[src/rtl/tec_cfg.svh]
// tec_cfg.svh: register map, field positions, reset values and timing counts
// assumes: not included by tec_pkg.sv; included by the timer/event counter design and its assertion checker
`ifndef TEC_CFG_SVH
`define TEC_CFG_SVH

// ----------------------------------------
// register byte offsets
// ----------------------------------------
`define TEC_OFS_COUNT       6'h00
`define TEC_OFS_CONTROL     6'h04
`define TEC_OFS_INTCTL      6'h08
`define TEC_OFS_FILTER      6'h0c
`define TEC_OFS_POWER       6'h10

// ----------------------------------------
// control register fields
// ----------------------------------------
`define TEC_CTL_MODE_HI     7
`define TEC_CTL_MODE_LO     6
`define TEC_CTL_RUN         4
`define TEC_CTL_EDGE        3
`define TEC_CTL_PSC_HI      2
`define TEC_CTL_PSC_LO      0

// ----------------------------------------
// interrupt control and power fields
// ----------------------------------------
`define TEC_INT_ENABLE      0
`define TEC_INT_FLAG        1
`define TEC_PWR_DOWN        0

// ----------------------------------------
// filter register layout
// ----------------------------------------
`define TEC_FLT_TMR_LO      0
`define TEC_FLT_IRQ_LO      4
`define TEC_FLT_USED        6

// ----------------------------------------
// reset values and constants
// ----------------------------------------
`define TEC_RST_FILTER      6'h08
`define TEC_RST_CONTROL     8'h00
`define TEC_RST_COUNT       8'h00
`define TEC_VECTOR_ADDR     8'h14
`define TEC_FILT_SAMPLES    4

`endif

[src/rtl/tec_pkg.sv]
// tec_pkg.sv: types shared by the timer/event counter
// assumes: tec_cfg.svh holds the register numbers; the enum encodings stand here
package tec_pkg;

   // operating mode field values
   typedef enum logic [1:0] {
      TEC_MODE_NONE  = 2'h0,
      TEC_MODE_EVENT = 2'h1,
      TEC_MODE_TIMER = 2'h2,
      TEC_MODE_PULSE = 2'h3
   } tec_mode_t;

   // pulse measurement sequencing, gray along idle-arm-measure
   typedef enum logic [1:0] {
      TEC_PW_IDLE = 2'h0,
      TEC_PW_ARM  = 2'h1,
      TEC_PW_MEAS = 2'h3
   } tec_pw_state_t;

endpackage

[src/rtl/tec_timer.sv]
// tec_timer.sv: 8-bit timer/event counter 0 with pin input filters and avalon-mm slave
// assumes: all pins synchronous-sampled on mclk_i, one avalon master, byte data in low lane
//
// The Avalon-MM interface to the registers and the address map were decided locally.
`timescale 1ns/1ns
`include "tec_cfg.svh"

module tec_timer #(
   parameter int FILT_SAMPLES = `TEC_FILT_SAMPLES,
   parameter int NUM_TIMERS   = 4,
   parameter int NUM_EXT_IRQ  = 2
) (
   input  wire logic        mclk_i,
   input  wire logic        reset_n_i,
   input  wire logic [5:0]  avs_address_i,
   input  wire logic        avs_read_i,
   input  wire logic        avs_write_i,
   input  wire logic [31:0] avs_writedata_i,
   input  wire logic [3:0]  avs_byteenable_i,
   output logic      [31:0] avs_readdata_o,
   output logic             avs_waitrequest_o,
   input  wire logic [3:0]  timer_pin_i,
   input  wire logic [1:0]  ext_irq_pin_i,
   output logic      [5:0]  pin_level_o,
   output logic             timer_irq_o,
   output logic      [7:0]  timer_irq_vector_o,
   output logic             wake_up_o,
   output logic             power_down_o
);

   localparam int NPINS = NUM_TIMERS + NUM_EXT_IRQ;

   // ----------------------------------------
   // elaboration checks
   // ----------------------------------------
   if (FILT_SAMPLES < 2 || FILT_SAMPLES > 256) begin : g_bad_filt
      $error("FILT_SAMPLES must lie in 2..256");
   end
   if (NUM_TIMERS != 4 || NUM_EXT_IRQ != 2) begin : g_bad_pins
      $error("filter register layout serves exactly 4 timers and 2 interrupt inputs");
   end

   // ----------------------------------------
   // declarations
   // ----------------------------------------
   logic                      wait_reg;
   logic [31:0]               rdata_reg;
   logic [7:0]                preload_reg;
   logic [7:0]                count_reg;
   logic [7:0]                count_next;
   logic [7:0]                control_reg;
   logic [5:0]                filter_reg;
   logic                      int_enable_reg;
   logic                      int_flag_reg;
   logic                      power_down_reg;
   logic                      wake_reg;
   logic                      irq_reg;
   logic [7:0]                presc_reg;
   logic [7:0]                presc_mask;
   logic                      tick;
   logic                      pin_samp_reg;
   logic                      leading_edge;
   logic                      trailing_edge;
   logic                      pin_active;
   logic                      count_step;
   logic                      overflow;
   logic                      inhibit;
   logic                      bus_req;
   logic                      accept;
   logic                      wr_lo;
   logic                      pw_done;
   logic [NPINS-1:0]          pin_raw;
   logic [NPINS-1:0]          sync1_reg;
   logic [NPINS-1:0]          sync2_reg;
   logic [NPINS-1:0]          filt_reg;
   tec_pkg::tec_mode_t        mode;
   tec_pkg::tec_pw_state_t    pw_state_reg;
   tec_pkg::tec_pw_state_t    pw_state_next;

   assign pin_raw = {ext_irq_pin_i, timer_pin_i};
   assign mode    = tec_pkg::tec_mode_t'(control_reg[`TEC_CTL_MODE_HI:`TEC_CTL_MODE_LO]);

   // ----------------------------------------
   // avalon-mm slave: one wait cycle, then accept
   // ----------------------------------------
   assign bus_req = avs_read_i | avs_write_i;
   assign accept  = bus_req & ~wait_reg;
   assign wr_lo   = avs_write_i & accept & avs_byteenable_i[0];

   always_ff @(posedge mclk_i or negedge reset_n_i) begin
      if (!reset_n_i) begin
         wait_reg <= 1'b1;
      end else begin
         wait_reg <= ~(bus_req & wait_reg);
      end
   end

   always_ff @(posedge mclk_i or negedge reset_n_i) begin
      if (!reset_n_i) begin
         rdata_reg <= 32'h0;
      end else if (avs_read_i && wait_reg) begin
         case (avs_address_i)
            `TEC_OFS_COUNT:   rdata_reg <= {24'h0, count_reg};
            `TEC_OFS_CONTROL: rdata_reg <= {24'h0, control_reg};
            `TEC_OFS_INTCTL:  rdata_reg <= {30'h0, int_flag_reg, int_enable_reg};
            `TEC_OFS_FILTER:  rdata_reg <= {26'h0, filter_reg};
            `TEC_OFS_POWER:   rdata_reg <= {31'h0, power_down_reg};
            default:          rdata_reg <= 32'h0;
         endcase
      end
   end

   // ----------------------------------------
   // software registers
   // ----------------------------------------
   always_ff @(posedge mclk_i or negedge reset_n_i) begin
      if (!reset_n_i) begin
         filter_reg <= `TEC_RST_FILTER;
      end else if (wr_lo && avs_address_i == `TEC_OFS_FILTER) begin
         filter_reg <= avs_writedata_i[`TEC_FLT_USED-1:0];
      end
   end

   always_ff @(posedge mclk_i or negedge reset_n_i) begin
      if (!reset_n_i) begin
         control_reg <= `TEC_RST_CONTROL;
      end else if (wr_lo && avs_address_i == `TEC_OFS_CONTROL) begin
         control_reg <= avs_writedata_i[7:0];
      end else if (pw_done) begin
         control_reg[`TEC_CTL_RUN] <= 1'b0;
      end
   end

   always_ff @(posedge mclk_i or negedge reset_n_i) begin
      if (!reset_n_i) begin
         preload_reg <= `TEC_RST_COUNT;
      end else if (wr_lo && avs_address_i == `TEC_OFS_COUNT) begin
         preload_reg <= avs_writedata_i[7:0];
      end
   end

   always_ff @(posedge mclk_i or negedge reset_n_i) begin
      if (!reset_n_i) begin
         int_enable_reg <= 1'b0;
      end else if (wr_lo && avs_address_i == `TEC_OFS_INTCTL) begin
         int_enable_reg <= avs_writedata_i[`TEC_INT_ENABLE];
      end
   end

   // flag: overflow set wins over a software clear in the same cycle
   always_ff @(posedge mclk_i or negedge reset_n_i) begin
      if (!reset_n_i) begin
         int_flag_reg <= 1'b0;
      end else if (overflow) begin
         int_flag_reg <= 1'b1;
      end else if (wr_lo && avs_address_i == `TEC_OFS_INTCTL) begin
         int_flag_reg <= avs_writedata_i[`TEC_INT_FLAG];
      end
   end

   // power-down is left by a wake-up; software may also clear it
   always_ff @(posedge mclk_i or negedge reset_n_i) begin
      if (!reset_n_i) begin
         power_down_reg <= 1'b0;
      end else if (wr_lo && avs_address_i == `TEC_OFS_POWER) begin
         power_down_reg <= avs_writedata_i[`TEC_PWR_DOWN];
      end else if (overflow && !int_flag_reg) begin
         power_down_reg <= 1'b0;
      end
   end

   // ----------------------------------------
   // pin synchronisers and digital filters
   // ----------------------------------------
   always_ff @(posedge mclk_i or negedge reset_n_i) begin
      if (!reset_n_i) begin
         sync1_reg <= '0;
         sync2_reg <= '0;
      end else begin
         sync1_reg <= pin_raw;
         sync2_reg <= sync1_reg;
      end
   end

   // each pin keeps its own level flop, so every bit has one driver
   for (genvar gi = 0; gi < NPINS; gi++) begin : g_filt
      logic [7:0] stable_reg;
      logic       level_reg;
      always_ff @(posedge mclk_i or negedge reset_n_i) begin
         if (!reset_n_i) begin
            stable_reg <= 8'h0;
            level_reg  <= 1'b0;
         end else if (!filter_reg[gi]) begin
            stable_reg <= 8'h0;
            level_reg  <= sync2_reg[gi];
         end else if (sync2_reg[gi] == level_reg) begin
            stable_reg <= 8'h0;
         end else if (stable_reg == 8'(FILT_SAMPLES - 1)) begin
            stable_reg <= 8'h0;
            level_reg  <= sync2_reg[gi];
         end else begin
            stable_reg <= stable_reg + 8'h1;
         end
      end
      assign filt_reg[gi] = level_reg;
   end

   // ----------------------------------------
   // prescaler and pin sampling at timer clock
   // ----------------------------------------
   always_ff @(posedge mclk_i or negedge reset_n_i) begin
      if (!reset_n_i) begin
         presc_reg <= 8'h0;
      end else begin
         presc_reg <= presc_reg + 8'h1;
      end
   end

   assign presc_mask = 8'((9'h1 << control_reg[`TEC_CTL_PSC_HI:`TEC_CTL_PSC_LO]) - 9'h1);
   assign tick       = (presc_reg & presc_mask) == presc_mask;

   always_ff @(posedge mclk_i or negedge reset_n_i) begin
      if (!reset_n_i) begin
         pin_samp_reg <= 1'b0;
      end else if (tick) begin
         pin_samp_reg <= filt_reg[0];
      end
   end

   // edge select low: active level low, pulse starts on a falling edge
   assign pin_active    = filt_reg[0] ^ ~control_reg[`TEC_CTL_EDGE];
   assign leading_edge  = tick & (pin_samp_reg ^ filt_reg[0]) & pin_active;
   assign trailing_edge = tick & (pin_samp_reg ^ filt_reg[0]) & ~pin_active;

   // ----------------------------------------
   // pulse width measurement sequencing
   // ----------------------------------------
   always_comb begin
      pw_state_next = pw_state_reg;
      pw_done       = 1'b0;
      case (pw_state_reg)
         tec_pkg::TEC_PW_IDLE: begin
            if (control_reg[`TEC_CTL_RUN] && mode == tec_pkg::TEC_MODE_PULSE) begin
               pw_state_next = tec_pkg::TEC_PW_ARM;
            end
         end
         tec_pkg::TEC_PW_ARM: begin
            if (!control_reg[`TEC_CTL_RUN] || mode != tec_pkg::TEC_MODE_PULSE) begin
               pw_state_next = tec_pkg::TEC_PW_IDLE;
            end else if (leading_edge) begin
               pw_state_next = tec_pkg::TEC_PW_MEAS;
            end
         end
         tec_pkg::TEC_PW_MEAS: begin
            if (!control_reg[`TEC_CTL_RUN] || mode != tec_pkg::TEC_MODE_PULSE) begin
               pw_state_next = tec_pkg::TEC_PW_IDLE;
            end else if (trailing_edge) begin
               pw_state_next = tec_pkg::TEC_PW_IDLE;
               pw_done       = 1'b1;
            end
         end
         default: begin
            pw_state_next = tec_pkg::TEC_PW_IDLE;
         end
      endcase
   end

   always_ff @(posedge mclk_i or negedge reset_n_i) begin
      if (!reset_n_i) begin
         pw_state_reg <= tec_pkg::TEC_PW_IDLE;
      end else begin
         pw_state_reg <= pw_state_next;
      end
   end

   // ----------------------------------------
   // counter
   // ----------------------------------------
   assign inhibit = (avs_read_i && avs_address_i == `TEC_OFS_COUNT) ||
                    (avs_write_i && avs_address_i == `TEC_OFS_COUNT);

   always_comb begin
      count_step = 1'b0;
      case (mode)
         tec_pkg::TEC_MODE_TIMER: count_step = tick;
         tec_pkg::TEC_MODE_EVENT: count_step = leading_edge;
         tec_pkg::TEC_MODE_PULSE: count_step = tick & pin_active & (pw_state_reg == tec_pkg::TEC_PW_MEAS);
         default:                 count_step = 1'b0;
      endcase
   end

   assign overflow   = control_reg[`TEC_CTL_RUN] & ~inhibit & count_step & (count_reg == 8'hff);
   assign count_next = overflow ? preload_reg : count_reg + 8'h1;

   always_ff @(posedge mclk_i or negedge reset_n_i) begin
      if (!reset_n_i) begin
         count_reg <= `TEC_RST_COUNT;
      end else if (wr_lo && avs_address_i == `TEC_OFS_COUNT && !control_reg[`TEC_CTL_RUN]) begin
         count_reg <= avs_writedata_i[7:0];
      end else if (control_reg[`TEC_CTL_RUN] && count_step && !inhibit) begin
         count_reg <= count_next;
      end
   end

   // ----------------------------------------
   // interrupt and wake-up outputs
   // ----------------------------------------
   always_ff @(posedge mclk_i or negedge reset_n_i) begin
      if (!reset_n_i) begin
         irq_reg  <= 1'b0;
         wake_reg <= 1'b0;
      end else begin
         irq_reg  <= (int_flag_reg | overflow) & int_enable_reg;
         wake_reg <= overflow & power_down_reg & ~int_flag_reg;
      end
   end

   assign avs_readdata_o     = rdata_reg;
   assign avs_waitrequest_o  = wait_reg;
   assign pin_level_o        = filt_reg;
   assign timer_irq_o        = irq_reg;
   assign timer_irq_vector_o = `TEC_VECTOR_ADDR;
   assign wake_up_o          = wake_reg;
   assign power_down_o       = power_down_reg;

endmodule

[config.mk]
export PLATFORM = sky130hd
export DESIGN_NAME = tec_timer
export DESIGN_NICKNAME = d
export VERILOG_FILES = /design/src/rtl/tec_pkg.sv /design/src/rtl/tec_timer.sv
export VERILOG_INCLUDE_DIRS = /design/src /design/src/rtl
export SDC_FILE = /design/constraint.sdc
export NUM_CORES = 1
export LEC_CHECK = 0
export BUFFER_PORTS_ARGS = -buffer_cell sky130_fd_sc_hd__buf_2
export CAP_MARGIN = 30
export CORE_UTILIZATION = 41
export DETAILED_ROUTE_END_ITERATION = 8
export PLACE_DENSITY = 0.74
export SLEW_MARGIN = 15
export SYNTH_ARGS = -nofsm -noshare
export SYNTH_HDL_FRONTEND = slang
export SYNTH_SLANG_ARGS = --single-unit
[constraint.sdc]
create_clock -name mclk_i -period 5.2 [get_ports mclk_i]
set_clock_uncertainty 0.2 [all_clocks]
set_input_delay 0 -clock mclk_i [delete_from_list [all_inputs] [get_ports mclk_i]]
set_output_delay 0 -clock mclk_i [all_outputs]
set_load 0.02 [all_outputs]
Yosys cells after proc, flatten, opt, wreduce, memory -nomap -nowiden:

Index checks and enable logic that the tools add are counted.

* add/subtract/negate cells: 9
* equality and inequality tests: 39
* shift operators: 1
* multiplexer cells: 56
* bitwise logic cells: 26
* reductions and logical operators: 31

Operators by type and width (count)
* 8-bit 2-to-1 mux: 21
* 8-bit by 1-bit adder with 8-bit output (second input constant): 8
* 8-bit by 2-bit == test with 1-bit output (second input constant): 6
* 8-bit case mux with 5 select lines: 1
* 1-bit 2-to-1 mux: 27
* 2-bit != test (second input constant): 8
* 1-bit AND: 15
* 1-bit logical AND: 13
* 6-bit by 4-bit == test with 1-bit output (second input constant): 2
* 2-bit by 1-bit != test with 1-bit output (second input constant): 6
* 2-bit AND reduction: 6
* 2-bit 2-to-1 mux: 5
* 8-bit AND: 1
* 8-bit == test: 1
* 8-bit == test (second input constant): 1
* 2-bit nonzero test: 4
* 1-bit by 3-bit << shifter with 8-bit output (first input constant): 1
* 8-bit by 1-bit subtractor with 8-bit output (second input constant): 1
* 1-bit == test: 6
* 2-bit == test (second input constant): 3
* 6-bit by 3-bit == test with 1-bit output (second input constant): 1
* 6-bit by 5-bit == test with 1-bit output (second input constant): 1
* 6-bit logical NOT: 1
* 3-bit != test (second input constant): 2
* 10 further kinds: 21

* register bits after elaboration: 145
* input bits: 52
* output and inout port bits: 50
* logic and storage cells: 191

Depth between registers and ports, before layout:

Gate-level depths: netlist of the first run.

* depth after elaboration: 12
* depth in mapped cells: 7
* depth with buffers taken out: 6

Worst setup path before layout of the first run:

Ideal clock, no wire load.

* kind: reg2reg
* start: register g_filt[4].stable_reg[0]
* end: register g_filt[4].level_reg
* setup time: 125 ps
* data arrival time: 1837 ps
* required time: 4875 ps
* slack: 3039 ps
* cell stages (with the launch flop): 5
* buffers on the path: 0
* period minus slack after synthesis: 2161 ps
* cell sequence: dfrtp_1 > ha_1 > or4b_2 > o41ai_1 > mux2_2

* cells in the longest elaborated chain, start to end: 3

Ends and longest elaborated chain
* start, declared: line tec_timer.sv:187 `logic [7:0] stable_reg;`
* start signal, assigned: line tec_timer.sv:202 `stable_reg <= stable_reg + 8'h1;`
* 8-bit by 2-bit == test with 1-bit output: line tec_timer.sv:198 `end else if (stable_reg == 8'(FILT_SAMPLES - 1)) begin`
* 2-bit by 1-bit != test with 1-bit output (no line)
* 2-bit AND reduction (no line)
* end signal, assigned: line tec_timer.sv:195 `level_reg <= sync2_reg[gi];`
* end signal, assigned: line tec_timer.sv:200 `level_reg <= sync2_reg[gi];`
* end, declared: line tec_timer.sv:188 `logic level_reg;`

Every way passes these cells.
A chain may end at the register's enable or synchronous reset.

Worst setup path in the final report of the first run:

* start: input port avs_address_i[3]
* end: register control_reg[3]

* cells in the longest elaborated chain, start to end: 2

Ends and longest elaborated chain
* start, declared: line tec_timer.sv:15 `input wire logic [5:0] avs_address_i,`
* 6-bit by 3-bit == test with 1-bit output
* 1-bit logical AND (no line)
* end signal, assigned: line tec_timer.sv:126 `` control_reg <= `TEC_RST_CONTROL; ``
* end signal, assigned: line tec_timer.sv:128 `control_reg <= avs_writedata_i[7:0];`
* end, declared: line tec_timer.sv:51 `logic [7:0] control_reg;`

Every way passes these cells.

==> results of run 1 <==
power breakdown:
group | internal, mW | switching [mW]
sequential | 0.991 | 0.0759
clock | 0.704 | 0.428
combinational | 0.123 | 0.150
total | 1.82 | 0.654
cell type report:
class	count	area, um2	share of cell area [%]
Tap cell	180	225.2	3.270
Multi-Input combinational cell	368	2507	36.41
Clock buffer	17	425.4	6.177
Clock inverter	15	155.1	2.253
Timing Repair Buffer	71	500.5	7.267
Inverter	18	67.56	0.9811
Sequential cell	120	3005	43.64
worst max path at each step:
stage | startpoint | endpoint | slack, ns | cells after the start
floorplan | g_filt[4].stable_reg[0]$_DFF_PN0_ | g_filt[4].level_reg$_DFFE_PN0P_ | 3.04 | 4
global placement | avs_address_i[3] | control_reg[6]$_DFFE_PN0P_ | 2.64 | 5
detailed placement | avs_address_i[3] | control_reg[6]$_DFFE_PN0P_ | 2.61 | 5
CTS | avs_address_i[3] | control_reg[5]$_DFFE_PN0P_ | 2.47 | 6
global route | avs_address_i[3] | control_reg[5]$_DFFE_PN0P_ | 2.32 | 6
finish | avs_address_i[3] | control_reg[3]$_DFFE_PN0P_ | 2.47 | 6
synth_stat cells (2+ instances only):
library cell	n	area share, %
buf_2	5	0.43
inv_1	18	1.2
or4b_2	5	0.86
dfrtp_1	118	51
mux2i_1	10	1.7
clkbuf_1	5	0.32
a22oi_1	2	0.26
nand3_1	42	3.6
ha_1	8	1.7
a22o_1	5	0.75
nor2_1	54	3.5
o41ai_1	6	0.90
a31oi_1	4	0.43
buf_4	41	5.3
o21ai_0	15	1.3
nand2b_1	10	1.1
nand4_1	3	0.32
conb_1	2	0.13
nor3_1	2	0.17
o31ai_1	2	0.26
nand3b_1	4	0.51
dfstp_2	2	0.90
a21oi_1	4	0.34
and3_1	16	1.7
xnor2_1	14	2.1
and4_1	2	0.30
xor2_1	35	5.3
o221ai_1	6	0.90
nor4_1	2	0.21
or3_1	2	0.21
nand2_1	26	1.7
mux2_2	28	5.4
kinds of logic (layout without fill, tap and decap cells):
group,Yosys count,in the layout,synth area share [%]
buffers and inverters,71,121,7.441
adder cells (fa/ha/maj),8,8,1.716
AO/OA/AOI/OAI,60,60,7.849
AND/OR/NAND/NOR,179,179,16.04
flip-flops,120,120,51.51
multiplexers,40,40,7.956
other,2,32,0.1287
XOR/XNOR,49,49,7.356
per-stage QoR:
stage	setup WS (ns)	instance area, um2
after global routing	2.323	6887
after global placement	2.645	6026
after CTS	2.469	6887
final	2.470	6887
after floorplan	3.039	5947
after detailed placement	2.613	6026
what timing repair did:
item                      CTS  global route
hold buffers               28             0
buffers inserted            0             0
hold endpoints to repair  110             0
layer usage:
metal	GRT usage, %	vias up	part of all wire, %
met5	0	-	0
met4	6.404	0	1.2
met3	5.592	10	5.7
met2	28.13	139	48
met1	21.21	2009	45
li1	-	1931	-
==> results.md, run 1 <==
* Outcome: finished, final reports clean
* Final period util at 52.49%
* Final TNS setup at 0 ns
* Max stage delay on crit path at approximately 0.68 ns
* Setup-failing EPs final at 0
* CTS Buf Count at 17
* Largest net degree at the start of global routing at between 60 and 70
* Normalized max-slew margin at 46.89%
* Worst r2r dst: count_reg[5]$_DFFE_PN0P_
* CTS tree: yes
* Most frequent cells in the layout: dfrtp_1 (118), nor2_1 (54), nand3_1 (42)
* Vias in the first global route at 4,041
* Fraction of layout cells with a size suffix above 1 at about a fifth
* Antenna cell count at 0
* Routed vias at 4,089
* Crit path max-delay cell type: nor2_1
* Number of synthesized flops with an enable pin at 0
* Crit-path cells: dlygate4sd3_1, buf_2, or4_4, or2_0, nor2_1, mux2_2
* Number of cell rows at 43
* Clk slew on worst S/H paths at roughly 0.050 ns
* Total die area at 14,710 um2
* CP Data Required Time at around 5.3 ns
* Gr ovfl total at 0
* Ys flop type: dfrtp_1
* Wire per inst at 14.58 um
* Final hold viol count at 0
* Max_cap viols at 0
* Antenna violations before repair at 0
* Synthesized area at 5834 um2
* Clk sinks at 120
* Count of cells resized by post-cts repair at 0
* Pleak at 3.157 nW
* Worst-Skew Late Latency at 0.41 ns
* Netlist cell types at 63
* #FFs+latches synth at 120
* Worst Path Max Fanout at 13
* Routed wire length at 11.50 mm
* Utilization after layout at 49.61%
* Die Height at 121.3 um
* Core region area at 13,880 um2
* First-pass GRT wire length at slightly below 20 mm
* Initial core utilization at 42.03%
* Clock Path Buffers at 2
* Placed wire-length estimate at 7.767 mm
* Worst hold path type: in -> async
* Final Instance Count excl. Fillers at ~800
* P&R area growth vs syn at 18.04%
* PD cells at 358.9 nW/um2
* Vias/cell at 5.183
* Mapped Cells at around 530
* Post-synth ARST share at 100.0%
* Peak supply drop at about 0.00024 V
* H-Tree Depth at 4
* Worst setup SP type: primary input
* Global-route usage over all layers at between 10% and 20%
* Buf+Inv Stages, Crit Path at 2
* Drc violations at 0
* Crit. End Element: flop
* R2R Setup Slk at 2.70 ns
* Final Critical Period at 2.730 ns
* CP Data Arrival Time at 2.82 ns
* Root buffer selected by CTS: clkbuf_16
* WS Path Type: in -> reg
* Commonest non-fill, non-tap cell in the layout: dfrtp_1
* Crit path max-delay family: simple AND/OR/NAND/NOR gates
* Sequential area share after synthesis at 51.51%
* Routability cong. at 0.7892
* Fmax achieved at 366.4 MHz
* RSZ-0062 raised after global routing: no
* DRT Pass-1 Iters at 4
* # IOs at 102
* Ys Warns at 0
* Total power draw at ~2.5 mW
* Avg Cell Area, Syn at 11.03 um2
* DP Cell Count at 729
* DR iter-0 viols at 274
* Hold WS at 0.01151 ns
* Die W at 121.3 um
* Fin. max-slew vios at 0
* Pin slew with the least headroom to its limit at 0.7966 ns
* Max reg flops at 48
* Reg-to-reg startpoint: control_reg[3]$_DFFE_PN0P_
* Layout Nets at between 600 and 700
* Filler instances at ~1,200
* R2R cell count at 5
* Port buffer count at 42
* ANT nets after route at 0
No activity file was read; power rests on OpenSTA's default activity.
==> run 2: changes to the inputs <==
--- a/config.mk
+++ b/config.mk
@@ -10,7 +10,7 @@
 export CAP_MARGIN = 30
 export CORE_UTILIZATION = 41
 export DETAILED_ROUTE_END_ITERATION = 8
-export PLACE_DENSITY = 0.74
+export PLACE_DENSITY = 0.76
 export SLEW_MARGIN = 15
 export SYNTH_ARGS = -nofsm -noshare
 export SYNTH_HDL_FRONTEND = slang
==> constraint.sdc (replaced) <==
create_clock -name mclk_i -period 2.2 [get_ports mclk_i]
set_clock_uncertainty 0.2 [all_clocks]
set_input_delay 0 -clock mclk_i [delete_from_list [all_inputs] [get_ports mclk_i]]
set_output_delay 0 -clock mclk_i [all_outputs]
set_load 0.02 [all_outputs]
==> run 2 against run 1 <==
  * Global-route usage is 1.6 points higher
  * Setup slack lost 2.4 ns
  * First-iteration DRC count is 26% higher
  * Power rose by 150%
  * Utilization grew 2.9 points
  * Non-clock buffer count is 36 higher
  * Wire length grew 9.8%
  * Critical path depth down 2
  * Hold slack worse by 0.0096 ns
  * Sequential share of layout area decreased by 2.4 points
==> results.md, run 2 (synthesis results as in run 1) <==
* Outcome: finished, final reports clean
* Crit path max-delay cell type: or4b_2
* Die W at 121.3 um
* P&R area growth vs syn at 25.03%
* R2R cell count at 4
* Hold Path End: power_down_o$_DFFE_PN0P_
* Worst r2r dst: g_filt[4].level_reg$_DFFE_PN0P_
* CP Data Required Time at 2.30 ns
* Routed vias at around 4,200
* Hold Path Depth at 6
* Worst-Skew Late Latency at 0.42 ns
* CTS tree: yes
* Crit. End Element: flop
* CP Data Arrival Time at about 2.3 ns
* Fin. max-slew vios at 0
* Vias in the first global route at roughly 4,400
* Largest net degree at the start of global routing at 49
* PD cells at 841.0 nW/um2
* Drc violations at 0
* Worst hold path type: in -> reg
* Filler instances at 1,162
* Final Critical Period at ~2.2 ns
* WS Path Type: reg -> reg
* Most frequent cells in the layout: dfrtp_1 (118), nor2_1 (54), nand3_1 (42)
* Setup WS post-layout at between 0.04 and 0.05 ns
* Total power draw at around 6 mW
* Final hold viol count at 0
* First-pass GRT wire length at 21.05 mm
* RSZ-0062 raised after global routing: yes
* DRT Pass-1 Iters at 5
* Pre-CTS setup slack at -0.1095 ns
* Fraction of layout cells with a size suffix above 1 at 25.62%
* Placed wire-length estimate at 8.620 mm
* Utilization after layout at 52.55%
* # IOs at between 100 and 150
* R2R Setup Slk at 0.05 ns
* Gr ovfl total at 0
* Final Instance Count excl. Fillers at 824
* DR iter-0 viols at 345
* Layout Nets at 692
* Worst setup SP type: flop
* Worst Path Max Fanout at 3
* Core region area at about 14,000 um2
* Total die area at 14,710 um2
* Clk sinks at 120
* Initial core utilization at 42.03%
* Die Height at 121.3 um
* Crit-path cells: ha_1, or4b_2, o41ai_4, mux2_2
* Commonest non-fill, non-tap cell in the layout: dfrtp_1
* Final period util at 97.83%
* Number of cell rows at between 40 and 50
* Final TNS setup at 0 ns
* Crit path max-delay family: simple AND/OR/NAND/NOR gates
* CTS Buf Count at 17
* Max_cap viols at 0
* Peak supply drop at approximately 0.00065 V
* Pleak at 3.378 nW
* Global-route usage over all layers at a little under a fifth
* Antenna cell count at 0
* ANT nets after route at 0
* Min-delay src: avs_address_i[3]
* Reg-to-reg startpoint: g_filt[4].stable_reg[1]$_DFF_PN0_
* Port buffer count at 42
* Setup-failing EPs final at 0
* Buf+Inv Stages, Crit Path at 0
* Routed wire length at 12.63 mm
* Wire per inst at 15.33 um
* Clock Path Buffers at 2
* Max stage delay on crit path at 0.65 ns
* Clk slew on worst S/H paths at 0.05 ns
* Max reg flops at 48
* H-Tree Depth at 4
* Fmax achieved at 464.6 MHz
* Vias/cell at 5.155
* DP Cell Count at 762
* Routability cong. at 0.8590
* Root buffer selected by CTS: clkbuf_16
* Antenna violations before repair at 0
[run 2: cell count changes in the layout (fill, tap and decap cells not counted), moves of 4 or more]
cell,previous run,this run
buf_4,2,38
clkinv_4,5,0
nand2b_1,10,5
nand2b_2,0,5
o41ai_1,6,1
clkbuf_1,0,4
o41ai_2,0,4
[run 2: area by class of cell]
class / count / area (um2) / share of cell area [%]
clock inverters: 8 / 145.1 / 1.990
clock buffers: 23 / 467.9 / 6.415
well taps: 180 / 225.2 / 3.087
multi-input cells: 368 / 2592 / 35.54
inverters: 18 / 67.56 / 0.9262
repair buffers: 107 / 790.8 / 10.84
flip-flops and latches: 120 / 3005 / 41.20
[run 2: timing repair]
action	CTS	global route
hold endpoints to repair	166	0
gates resized for setup	13	5
hold buffers	27	0
pin swaps	1	2
endpoints found under the setup margin	51	35
buffers inserted	2	2
[run 2: how the worst max path moves through the flow]
stage                                              endpoint  cells after the start  slack, ns                               from
final                       g_filt[4].level_reg$_DFFE_PN0P_                      4       0.05  g_filt[4].stable_reg[1]$_DFF_PN0_
after global routing        g_filt[4].level_reg$_DFFE_PN0P_                      4      -0.02  g_filt[4].stable_reg[1]$_DFF_PN0_
after CTS                        preload_reg[0]$_DFFE_PN0P_                      6       0.01                   avs_address_i[5]
after detailed placement  g_filt[1].stable_reg[7]$_DFF_PN0_                      5      -0.11  g_filt[1].stable_reg[1]$_DFF_PN0_
after global placement    g_filt[3].stable_reg[3]$_DFF_PN0_                      6      -0.04  g_filt[3].stable_reg[1]$_DFF_PN0_
after floorplan             g_filt[4].level_reg$_DFFE_PN0P_                      4       0.04  g_filt[4].stable_reg[0]$_DFF_PN0_
[run 2: worst min-delay path: cells and delay by family]
| family | cells | cell delay (ns) |
|---|---|---|
| compound gates | 1 | 0.09 |
| simple gates | 3 | 0.28 |
| buf+inv | 2 | 0.21 |
[run 2: stage by stage]
step	hold WS (ns)	cell area (um2)
6_report	0.001887	7295
5_1_grt	0.02197	7295
4_1_cts	-0.005096	7256
3_5_place_dp	-0.1963	6286
3_3_place_gp	-0.2111	6286
2_1_floorplan	-0.4956	5947
[run 2: metal layers]
layer	track usage, %	vias to the layer above	wire length (um)
li1	-	1995	-
met1	22.80	2069	5360
met2	30.58	157	6185
met3	6.109	27	796
met4	8.256	0	286
met5	0	-	0
[run 2: power by group]
part	switching (mW)	total [mW]	internal, mW	leakage, nW
clock network	0.947	2.89	1.94	0.293
registers	0.161	2.50	2.34	1.58
logic	0.404	0.741	0.337	1.51
==> run 3: changes to the inputs <==
--- a/config.mk
+++ b/config.mk
@@ -10,7 +10,7 @@
 export CAP_MARGIN = 30
 export CORE_UTILIZATION = 41
 export DETAILED_ROUTE_END_ITERATION = 8
-export PLACE_DENSITY = 0.76
+export PLACE_DENSITY = 0.63
 export SLEW_MARGIN = 15
 export SYNTH_ARGS = -nofsm -noshare
 export SYNTH_HDL_FRONTEND = slang
==> run 3 against run 2 <==
  * Non-clock buffer count grew 11
  * Critical endpoint is now count_reg[5]$_DFFE_PN0P_
  * Critical path type unchanged
  * Utilization is 1.6 points higher
  * Setup slack hardly changed
  * Die area unchanged
  * Global-route usage fell by 0.34 points
==> results.md, run 3 (synthesis results as in run 1) <==
* Gr ovfl total at 0
* DR iter-0 viols at 170
* WS Path Type: reg -> reg
* Hold Path Depth at 2
* Worst setup SP type: flop
* Worst hold path type: in -> reg
* Clk slew on worst S/H paths at approximately 0.060 ns
* ANT nets after route at 0
* Clk sinks at 120
* Net Sw Power at approximately 1.6 mW
* Sw Share at 24.32%
* Pre-CTS setup slack at -0.1046 ns
* First-pass GRT wire length at 20.69 mm
* Vias in the first global route at between 4,000 and 5,000
* Min-delay src: ext_irq_pin_i[0]
* Filler instances at 1,159
* Crit. End Element: flop
* Wire per inst at 14.76 um
* Commonest non-fill, non-tap cell in the layout: dfrtp_1
* Port buffer count at 42
* Clock Path Buffers at 2
* Fin. max-slew vios at 0
* Vias/cell at 5.071
* Die W at between 100 and 150 um
* Max_cap viols at 0
* Core region area at roughly 14,000 um2
* Routability cong. at just over 0.8
* Routed wire length at 12.34 mm
* Drc violations at 0
* Pleak at about 3.5 nW
* # Post-CTS Setup Buffers at 0
* Die Height at 121.3 um
* Most frequent cells in the layout: dfrtp_1 (118), nor2_1 (54), nand3_1 (42)
* Peak supply drop at roughly 0.00062 V
* Reg-to-reg startpoint: avs_waitrequest_o$_DFF_PN1_
* Logic gate share of total power at about an eighth
* Fmax achieved at 464.6 MHz
* Final period util at 97.84%
* R2R cell count at 6
* CTS Buf Count at 17
* DP Cell Count at 772
* Outcome: finished, final reports clean
* DRT Pass-1 Iters at 5
* Multi-input gate area at 2616 um2
* Antenna violations before repair at 0
* Largest net degree at the start of global routing at 37
* CTS tree: yes
* Root buffer selected by CTS: clkbuf_16
* Fraction of layout cells with a size suffix above 1 at 27.13%
* Initial core utilization at 42.03%
* R2R Setup Slk at roughly 0.048 ns
* Placed wire-length estimate at just over 8 mm
* # IOs at 102
* Layout Nets at 703
* Final Critical Period at 2.152 ns
* Reg area at ~3000 um2
* Utilization after layout at 54.11%
* RSZ-0062 raised after global routing: yes
* Final Instance Count excl. Fillers at 836
* Global-route usage over all layers at between 10% and 20%
* Clock power frac at 49.3%
* Setup WS post-layout at around 0.048 ns
* Total die area at 14,710 um2
* Number of cell rows at between 40 and 50
* P&R area growth vs syn at 28.74%
* Final hold viol count at 0
* Max reg flops at 48
* Hold Path End: sync1_reg[4]$_DFF_PN0_
* Antenna cell count at 0
* Reg power frac at between 30% and 40%
* CP Data Required Time at about 2.3 ns
* Setup-failing EPs final at 0
* Worst r2r dst: count_reg[5]$_DFFE_PN0P_
* Worst Path Max Fanout at 8
* Routed vias at about 4,200
* PD cells at 857.4 nW/um2
* Pint at 4.874 mW
* Worst-Skew Late Latency at 0.41 ns
* H-Tree Depth at 4
* CP Data Arrival Time at 2.28 ns
run 3: critical path, cell delays in order, from the launching register on:
cell           delay, ns
dfstp_2             0.39
nand4bb_2           0.32
nor4_4              0.22
buf_4               0.23
nand2_1             0.08
dlygate4sd3_1       0.56
o221ai_1            0.07
run 3: how the worst max path moves through the flow:
stage | from | end | slack, ns | cells past startpoint
3_5_place_dp | g_filt[1].stable_reg[1]$_DFF_PN0_ | g_filt[1].stable_reg[7]$_DFF_PN0_ | -0.10 | 6
5_1_grt | avs_waitrequest_o$_DFF_PN1_ | count_reg[7]$_DFFE_PN0P_ | -0.02 | 6
6_report | avs_waitrequest_o$_DFF_PN1_ | count_reg[5]$_DFFE_PN0P_ | 0.05 | 6
4_1_cts | control_reg[3]$_DFFE_PN0P_ | count_reg[2]$_DFFE_PN0P_ | 0.004 | 8
3_3_place_gp | g_filt[1].stable_reg[1]$_DFF_PN0_ | g_filt[1].stable_reg[2]$_DFF_PN0_ | -0.05 | 6
2_1_floorplan | g_filt[4].stable_reg[0]$_DFF_PN0_ | g_filt[4].level_reg$_DFFE_PN0P_ | 0.04 | 4
run 3: timing repair:
| item | CTS | global route |
|---|---|---|
| setup endpoints to repair | 43 | 40 |
| endpoints found under the hold margin | 168 | 0 |
| resized for setup | 10 | 13 |
| hold buffers | 32 | 0 |
run 3: layer usage:
metal  part of all wire [%]  up-vias  global-route usage [%]
met5                      0        -                       0
met4                    2.5        0                   8.642
met3                    4.3       27                   4.746
met2                     50      105                   30.72
met1                     43     2092                   22.41
li1                       -     2015                       -
run 3: metrics by stage:
stage | hold WS, ns | TNS (ns) | instance area [um2] | power [mW]
floorplan | -0.4956 | 0 | 5947 | 3.008
global placement | -0.2015 | -0.9144 | 6374 | 3.200
detailed placement | -0.1964 | -2.134 | 6374 | 3.222
CTS | 0.008219 | 0 | 7432 | 6.471
global route | 0.02672 | -0.04459 | 7511 | 6.701
finish | 0.02758 | 0 | 7511 | 6.440
run 3: power groups by stage:
stage	clock network, mW	registers, mW	logic [mW]
4_1_cts	3.23	2.49	0.748
3_3_place_gp	0	2.52	0.676
3_5_place_dp	0	2.53	0.694
5_1_grt	3.32	2.52	0.859
2_1_floorplan	0	2.51	0.500
6_report	3.17	2.49	0.773
run 3: layout make-up:
cell class	instances	share of cell area, %
timing repair buffer	118	12.11
inverter	18	0.8996
clock inverter	14	3.298
multi-input combinational	368	34.83
clock buffer	18	5.847
sequential	120	40.01
tap	180	2.999
